$ cat config.mk
export PLATFORM = sky130hd
export DESIGN_NAME = cssu_clock_ctrl
export DESIGN_NICKNAME = d
export VERILOG_FILES = /design/src/cssu_pkg.sv /design/src/cssu_clock_ctrl.sv
export SDC_FILE = /design/constraint.sdc
export NUM_CORES = 1
export LEC_CHECK = 0
export BUFFER_PORTS_ARGS = -buffer_cell sky130_fd_sc_hd__buf_2
export CAP_MARGIN = 40
export CORE_AREA = 5 5 78 80
export CTS_CLUSTER_SIZE = 8
export DETAILED_ROUTE_END_ITERATION = 8
export DIE_AREA = 0 0 83 85
export GPL_TIMING_DRIVEN = 0
export HOLD_SLACK_MARGIN = 0.02
export PLACE_DENSITY = 0.82
export SLEW_MARGIN = 20
export SYNTH_ARGS = -nofsm -noshare
export SYNTH_HDL_FRONTEND = slang
export SYNTH_SLANG_ARGS = --single-unit
$ cat constraint.sdc
create_clock -name ref_clk_i -period 5.54 [get_ports ref_clk_i]
set_input_delay 1.108 -clock ref_clk_i [delete_from_list [all_inputs] [get_ports ref_clk_i]]
set_output_delay 1.108 -clock ref_clk_i [all_outputs]
set_load 0.01 [all_outputs]
$ cat src/cssu_pkg.sv
/*
  Constants and types for the clock source select and start-up block.
  Assumes a single 125 MHz system clock and fuse values held stable by the programming logic.
*/
package cssu_pkg;
  typedef enum logic [2:0] {
    CSSU_SRC_CRYSTAL,
    CSSU_SRC_LF_CRYSTAL,
    CSSU_SRC_RC,
    CSSU_SRC_EXTERNAL,
    CSSU_SRC_RESERVED
  } cssu_src_t;

  typedef enum logic [1:0] {
    CSSU_ST_RESET_CK,
    CSSU_ST_RESET_WDOG,
    CSSU_ST_RUN,
    CSSU_ST_WAKE
  } cssu_state_t;

  localparam logic [3:0] CSSU_SEL_RC = 4'h2;
  localparam logic [3:0] CSSU_SEL_EXT = 4'h0;
  localparam logic [3:0] CSSU_SEL_LF_LO = 4'h6;
  localparam logic [3:0] CSSU_SEL_LF_HI = 4'h7;
  localparam int CSSU_SEL_XTAL_BIT = 3;
  localparam logic [1:0] CSSU_SUT_SHORT = 2'h0;
  localparam logic [1:0] CSSU_SUT_4K = 2'h1;
  localparam logic [1:0] CSSU_SUT_64K = 2'h2;
  localparam logic [1:0] CSSU_SUT_RSVD = 2'h3;
  localparam logic [3:0] CSSU_DEFAULT_SEL = CSSU_SEL_RC;
  localparam logic [1:0] CSSU_DEFAULT_SUT = CSSU_SUT_64K;
  localparam int CSSU_WAKE_CK_RC = 6;
  localparam int CSSU_RESET_CK = 14;
  localparam int CSSU_WDOG_4K = 4096;
  localparam int CSSU_WDOG_64K = 65536;
  localparam int CSSU_CNT_W = 17;
  localparam int CSSU_PRESC_W = 4;
  localparam logic [3:0] CSSU_PRESC_DIV8 = 4'h3;
  localparam logic [3:0] CSSU_PRESC_DIV1 = 4'h0;
  localparam int CSSU_TRIM_W = 8;
endpackage

$ cat src/cssu_clock_ctrl.sv
/*
  Clock source decode, start-up timing and glitch-free domain gating.
  Assumes the watchdog oscillator tick arrives asynchronously as a level toggle, and that
  source clock edges arrive as a tick pulse on the system clock.
*/
`timescale 1ns/1ns
`default_nettype none
module cssu_clock_ctrl (
  input wire logic ref_clk_i,
  input wire logic rst_n_i,
  input wire logic [3:0] clock_source_select_fuses_i,
  input wire logic [1:0] startup_time_fuses_i,
  input wire logic divide_by_eight_fuse_i,
  input wire logic [cssu_pkg::CSSU_TRIM_W-1:0] factory_trim_i,
  input wire logic trim_wr_i,
  input wire logic [cssu_pkg::CSSU_TRIM_W-1:0] trim_wdata_i,
  input wire logic wdog_osc_toggle_i,
  input wire logic src_tick_i,
  input wire logic wake_req_i,
  input wire logic core_run_req_i,
  input wire logic periph_run_req_i,
  input wire logic async_run_req_i,
  input wire logic conv_run_req_i,
  input wire logic ext_irq_async_i,
  input wire logic serial_start_async_i,
  output logic core_clock_en_o,
  output logic program_memory_clock_en_o,
  output logic peripheral_clock_en_o,
  output logic async_timer_clock_en_o,
  output logic converter_clock_en_o,
  output logic core_halted_o,
  output logic wake_event_o,
  output logic [cssu_pkg::CSSU_TRIM_W-1:0] rc_trim_register_o,
  output logic [cssu_pkg::CSSU_PRESC_W-1:0] prescaler_sel_o,
  output cssu_pkg::cssu_src_t clock_source_o,
  output logic config_invalid_o,
  output logic startup_busy_o
);
  import cssu_pkg::*;

  logic [3:0] sel_q;
  logic [1:0] sut_q;
  logic div8_q;
  logic cfg_valid_q;
  logic [CSSU_TRIM_W-1:0] trim_q;
  logic [CSSU_PRESC_W-1:0] presc_q;
  cssu_state_t state_q;
  logic [CSSU_CNT_W-1:0] cnt_q;
  logic wd_s1_q, wd_s2_q, wd_s3_q;
  logic core_en_q, periph_en_q, async_en_q, conv_en_q;
  logic [3:0] sel_s1_q, sel_s2_q;
  logic [1:0] sut_s1_q, sut_s2_q;
  logic div8_s1_q, div8_s2_q;
  logic [CSSU_TRIM_W-1:0] ftrim_s1_q, ftrim_s2_q;

  // Fuse and factory trim lines come from the nonvolatile array, outside this
  // clock's domain, so two flip-flops settle them before any logic reads them.
  // No reset here on purpose: the stages settle while reset is held, so the
  // first edge after release already samples clean values.
  always_ff @(posedge ref_clk_i) begin
    sel_s1_q <= clock_source_select_fuses_i;
    sel_s2_q <= sel_s1_q;
    sut_s1_q <= startup_time_fuses_i;
    sut_s2_q <= sut_s1_q;
    div8_s1_q <= divide_by_eight_fuse_i;
    div8_s2_q <= div8_s1_q;
    ftrim_s1_q <= factory_trim_i;
    ftrim_s2_q <= ftrim_s1_q;
  end

  // Fuses sampled in the first cycle after reset release, then frozen
  always_ff @(posedge ref_clk_i or negedge rst_n_i) begin
    if (!rst_n_i) begin
      sel_q <= CSSU_DEFAULT_SEL;
      sut_q <= CSSU_DEFAULT_SUT;
      div8_q <= 1'b0;
      cfg_valid_q <= 1'b0;
    end else if (!cfg_valid_q) begin
      sel_q <= sel_s2_q;
      sut_q <= sut_s2_q;
      div8_q <= ~div8_s2_q; // Fuse reads 0 when programmed
      cfg_valid_q <= 1'b1;
    end
  end

  cssu_src_t src_w;
  wire is_xtal_w = sel_q[CSSU_SEL_XTAL_BIT];
  wire is_lf_w = (sel_q == CSSU_SEL_LF_LO) || (sel_q == CSSU_SEL_LF_HI);
  assign src_w = is_xtal_w ? CSSU_SRC_CRYSTAL :
                 is_lf_w ? CSSU_SRC_LF_CRYSTAL :
                 (sel_q == CSSU_SEL_RC) ? CSSU_SRC_RC :
                 (sel_q == CSSU_SEL_EXT) ? CSSU_SRC_EXTERNAL : CSSU_SRC_RESERVED;
  wire invalid_w = (src_w == CSSU_SRC_RESERVED) ||
                   (src_w == CSSU_SRC_RC && sut_q == CSSU_SUT_RSVD);

  // Watchdog oscillator edges, synchronised before use
  always_ff @(posedge ref_clk_i or negedge rst_n_i) begin
    if (!rst_n_i) begin
      wd_s1_q <= 1'b0;
      wd_s2_q <= 1'b0;
      wd_s3_q <= 1'b0;
    end else begin
      wd_s1_q <= wdog_osc_toggle_i;
      wd_s2_q <= wd_s1_q;
      wd_s3_q <= wd_s2_q;
    end
  end
  wire wd_tick_w = wd_s2_q ^ wd_s3_q;

  // Only the RC timing is modelled; other sources reuse its counts
  wire [CSSU_CNT_W-1:0] wdog_len_w = (sut_q == CSSU_SUT_4K) ? CSSU_CNT_W'(CSSU_WDOG_4K) :
                                     CSSU_CNT_W'(CSSU_WDOG_64K);
  wire need_wdog_w = (sut_q == CSSU_SUT_4K) || (sut_q == CSSU_SUT_64K);
  wire cnt_done_w = (cnt_q == '0);
  wire [CSSU_CNT_W-1:0] cnt_dec_w = cnt_q - CSSU_CNT_W'(1);

  always_ff @(posedge ref_clk_i or negedge rst_n_i) begin
    if (!rst_n_i) begin
      state_q <= CSSU_ST_RESET_CK;
      cnt_q <= CSSU_CNT_W'(CSSU_RESET_CK);
    end else if (!cfg_valid_q || invalid_w) begin
      state_q <= CSSU_ST_RESET_CK;
      cnt_q <= CSSU_CNT_W'(CSSU_RESET_CK);
    end else begin
      unique case (state_q)
        CSSU_ST_RESET_CK: begin
          if (src_tick_i && !cnt_done_w) begin
            cnt_q <= cnt_dec_w;
          end else if (cnt_done_w) begin
            state_q <= need_wdog_w ? CSSU_ST_RESET_WDOG : CSSU_ST_RUN;
            cnt_q <= wdog_len_w;
          end
        end
        CSSU_ST_RESET_WDOG: begin
          if (wd_tick_w && !cnt_done_w) begin
            cnt_q <= cnt_dec_w;
          end else if (cnt_done_w) begin
            state_q <= CSSU_ST_RUN;
          end
        end
        CSSU_ST_RUN: begin
          if (wake_req_i) begin
            state_q <= CSSU_ST_WAKE;
            cnt_q <= CSSU_CNT_W'(CSSU_WAKE_CK_RC);
          end
        end
        CSSU_ST_WAKE: begin
          if (src_tick_i && !cnt_done_w) begin
            cnt_q <= cnt_dec_w;
          end else if (cnt_done_w) begin
            state_q <= CSSU_ST_RUN;
          end
        end
      endcase
    end
  end
  wire running_w = (state_q == CSSU_ST_RUN);

  // Trim loads factory value once, then software may rewrite it
  always_ff @(posedge ref_clk_i or negedge rst_n_i) begin
    if (!rst_n_i) begin
      trim_q <= '0;
      presc_q <= CSSU_PRESC_DIV1;
    end else if (!cfg_valid_q) begin
      trim_q <= ftrim_s2_q;
      presc_q <= div8_s2_q ? CSSU_PRESC_DIV1 : CSSU_PRESC_DIV8;
    end else if (trim_wr_i) begin
      trim_q <= trim_wdata_i;
    end
  end

  // One gating term per domain: bit 0 core, 1 peripheral, 2 async timer, 3 converter
  logic [3:0] dom_req_w;
  logic [3:0] dom_ok_w;
  logic [3:0] dom_next_w;
  assign dom_req_w = {conv_run_req_i, async_run_req_i, periph_run_req_i, core_run_req_i};
  // The async timer domain may run once the fuses are in; the rest wait for start-up
  assign dom_ok_w = {running_w, cfg_valid_q, running_w, running_w};
  for (genvar d = 0; d < $bits(dom_req_w); d++) begin : g_dom
    assign dom_next_w[d] = dom_ok_w[d] & dom_req_w[d];
  end

  // Enables change only on a register edge; the downstream clock gate latches them
  // while its clock is low, so no truncated pulse can appear
  always_ff @(posedge ref_clk_i or negedge rst_n_i) begin
    if (!rst_n_i) begin
      core_en_q <= 1'b0;
      periph_en_q <= 1'b0;
      async_en_q <= 1'b0;
      conv_en_q <= 1'b0;
    end else begin
      core_en_q <= dom_next_w[0];
      periph_en_q <= dom_next_w[1];
      async_en_q <= dom_next_w[2];
      conv_en_q <= dom_next_w[3];
    end
  end

  assign core_clock_en_o = core_en_q;
  assign program_memory_clock_en_o = core_en_q;
  assign peripheral_clock_en_o = periph_en_q;
  assign async_timer_clock_en_o = async_en_q;
  assign converter_clock_en_o = conv_en_q;
  assign core_halted_o = ~core_en_q;
  // Pure combinational path: must work with every clock stopped
  assign wake_event_o = ext_irq_async_i | serial_start_async_i;
  assign rc_trim_register_o = trim_q;
  assign prescaler_sel_o = presc_q;
  assign clock_source_o = src_w;
  assign config_invalid_o = cfg_valid_q & invalid_w;
  assign startup_busy_o = ~running_w;
endmodule // cssu_clock_ctrl
`default_nettype wire

==> impl_metrics.tcl <==
set metrics [dict create \
    clockPowerShare_pct 35.8 \
    multi_input_area_um2 1120 \
    die_x_um 83 \
    max_stage_delay_ns 0.38 \
    p_comb_share_pct 10.6 \
    post_dp_cell_area_um2 3330 \
    path_cells "clkbuf_1 -> clkbuf_1 -> nor3b_1 -> buf_2" \
    cts_sinks 72 \
    synth_top_family_by_area "compound AO/OA/AOI/OAI gates" \
    cts.clk_slew.worst_paths_ns 0.07 \
    switchingPower_uw 280 \
    synth_xor_area_share_pct 0.299 \
    muxShareOfSynthArea_pct 5.38 \
    power_density_nw_per_um2 303 \
    crit_top_cell "clkbuf_1" \
    area_delta_synth_final_pct 19.8 \
    netlist_instances 265 \
    max_slew_margin_pct 49.9 \
    antenna_found_initial 0 \
    switching_share_pct 26.3 \
    synth_area_um2 2930 \
    synth_compound_area_share_pct 17.3 \
    fp.dieH_um 85 \
    cts_buffers 9 \
    drc 0 \
    synth.distinct_cells 56 \
    hold_viol 0 \
    yosysTopAreaCell "dfrtp_1" \
    finClkSkew_ns 0.00691 \
    rsz0062_at_grt "false" \
    maxSlewViolCount 0 \
    drv_cap 0 \
    path_buf_inv 3 \
    diodes 0 \
    worst_pin_slew_ns 0.744 \
    start_util_pct 54.9 \
    cts_setup_buffers 0 \
    ys.flop_type "dfrtp_1" \
    hold_buffers 0 \
    via_count 2235 \
    dr.pass1.iters 4 \
    peakVddDrop_uv 238 \
    clock-root-buffer "clkbuf_8" \
    cts_tree "yes" \
    synthSimpleGateAreaFrac_pct 13.7 \
    utilization_pct 65.8 \
    grt_usage_pct 17.9 \
    dp_hpwl_mm 4.17 \
    htree_levels 3 \
    insertion_delay_ns 0.34 \
    core_um2 5340 \
    grt_overflow 0 \
    p_int_uw 783 \
    async_flop_share_pct 58.3 \
    crit_path_start_kind "register" \
    finalInstanceArea_um2 3510 \
    placedCellCount 395 \
    port_buffers 55 \
    critPathKind "register to output pin" \
    nets 372 \
    finalNonFillerCells 411 \
    cts_resized 0 \
    finalCritPeriodShare_pct 52.2 \
    outcome "complete, no violations" \
    final_antenna_net_count 0 \
    path_delay_family "buffers and inverters" \
    synth_fa_ha_area_share_pct 1.28 \
    avgRoutedWirePerCell_um 14.0 \
    ctsLongestPathBuffers 2 \
    seqPwrFrac_pct 53.6 \
    synth_seq_cells 72 \
    seqCellArea_um2 1660 \
    viasPerCell 5.44 \
    seq_area_frac_synth_pct 56.6 \
    required_ns 4.43 \
    grt_pass1_wl_mm 10.2 \
    n_fill_cell 431 \
    dp_slack_ns 2.75 \
    wirelength_mm 5.74 \
    cp-end-kind "output pin" \
    fin_crit_ns 2.89 \
    place_congestion 0.923 \
    total_leakage_power_nw 1.57 \
    path_max_fanout 10 \
    drtIter0Drc 109 \
    synth.avg_cell_area_um2 11.1 \
    drive_above_1_share_pct 31.6 \
    synth_top_area_share_pct 31.6 \
    crit_arrival_ns 1.79 \
    ys_warn_count 0 \
    synth_edf_count 0 \
    grt_pass1_vias 2291 \
    crit_slowest_cell "clkbuf_1" \
    setup_ws_ns 2.65 \
    hold_class "register to register" \
    pin_count 59 \
    fmax_ghz 0.346 \
    dieArea_um2 7060 \
    finalSetupViolCount 0 \
    setup_tns_ns 0 \
    rows 27 \
    synth.top_cells.by_area "dfrtp_1 (32%), dfxtp_1 (20%), dfstp_2 (4.5%)" \
    grt_max_degree 30 \
]
## registers in the layout (all words and copies together), names as in the netlist, 2 cells and up
register	cells
cnt_q	17
ftrim_s1_q	8
ftrim_s2_q	8
rc_trim_register_o	8
sel_q	4
sel_s1_q	4
sel_s2_q	4
state_q	2
sut_q	2
sut_s1_q	2
sut_s2_q	2
## power by group through the flow
stage / registers [mW] / clock network (mW) / logic [mW]
floorplan: 0.580 / 0 / 0.0662
finish: 0.569 / 0.381 / 0.113
global route: 0.574 / 0.419 / 0.126
global placement: 0.579 / 0 / 0.108
CTS: 0.569 / 0.395 / 0.114
detailed placement: 0.580 / 0 / 0.114
## metrics by stage
stage,hold WS [ns],power (mW)
floorplan,0.310,0.646
global placement,0.310,0.687
detailed placement,0.312,0.694
CTS,0.330,1.08
global route,0.339,1.12
finish,0.330,1.06
## cell type report
type | count | area share [%]
clock inverters | 6 | 1.39
multi-input cells | 163 | 32.0
well taps | 72 | 2.57
repair buffers | 57 | 8.55
inverters | 15 | 1.60
clock buffers | 10 | 3.92
flip-flops and latches | 72 | 47.2
plain buffers | 16 | 2.74
## logic make-up (layout without fill, tap and decap cells)
group                      after synthesis  count (layout)
and+or+nand+nor                         75              75
DFF                                     72              72
AOI/OAI and AO/OA                       66              66
buffers and inverters                   31             104
muxes                                   15              15
adders and majority gates                3               3
other                                    2               3
xor gates and xnor gates                 1               1
## worst paths after layout
kind	startpoint	cells after the start	to	slack [ns]
setup / recovery	cfg_valid_q$_DFF_PN0_	4	config_invalid_o	2.65
hold / removal	ftrim_s1_q[4]$_DFF_P_	0	ftrim_s2_q[4]$_DFF_P_	0.33
setup reg to reg	cnt_q[0]$_DFFE_PN0P_	8	cnt_q[13]$_DFFE_PN0P_	2.98
hold reg to reg	ftrim_s1_q[4]$_DFF_P_	0	ftrim_s2_q[4]$_DFF_P_	0.33
max in group asynchronous	rst_n_i	2	sel_q[1]$_DFFE_PN1N_	4.36
min in group asynchronous	rst_n_i	1	converter_clock_en_o$_DFF_PN0_	0.66
## cells in the final DEF, fill, tap and decap left out, drive strengths merged, types with 5 or more instances in the layout
cell type | netlist | final
mux2i | 9 | 9
clkbuf | 8 | 18
dfxtp | 30 | 30
dfrtp | 37 | 37
nand3 | 8 | 8
mux2 | 6 | 6
nor4 | 5 | 5
inv | 15 | 19
a21oi | 16 | 16
nand2 | 14 | 14
o21ai | 9 | 9
nor3 | 7 | 7
a31oi | 14 | 14
dfstp | 5 | 5
buf | 8 | 65
nor2 | 19 | 19
## synthesized netlist by cell type, types with 3 or more instances
master    count
a21oi_1      16
a31oi_1       6
a31oi_2       8
and3_1        3
buf_4         5
clkbuf_1      8
dfrtp_1      37
dfstp_2       5
dfxtp_1      30
ha_1          3
inv_1        15
mux2_2        6
mux2i_1       9
nand2_1      14
nand3_1       8
nand3b_1      3
nand4_1       3
nor2_1       19
nor3_1        7
nor4_1        4
o21ai_0       7
o221ai_1      3
## metal layers
layer  routed length, um  up-vias  global-route usage (%)
met4                 102        0                    8.77
met3                 443       12                    6.50
met5                   0        -                       0
met2                2770       71                    29.3
met1                2430     1060                    20.9
li1                    -     1092                       -
Note: power is estimated with default switching activity, not from simulation.
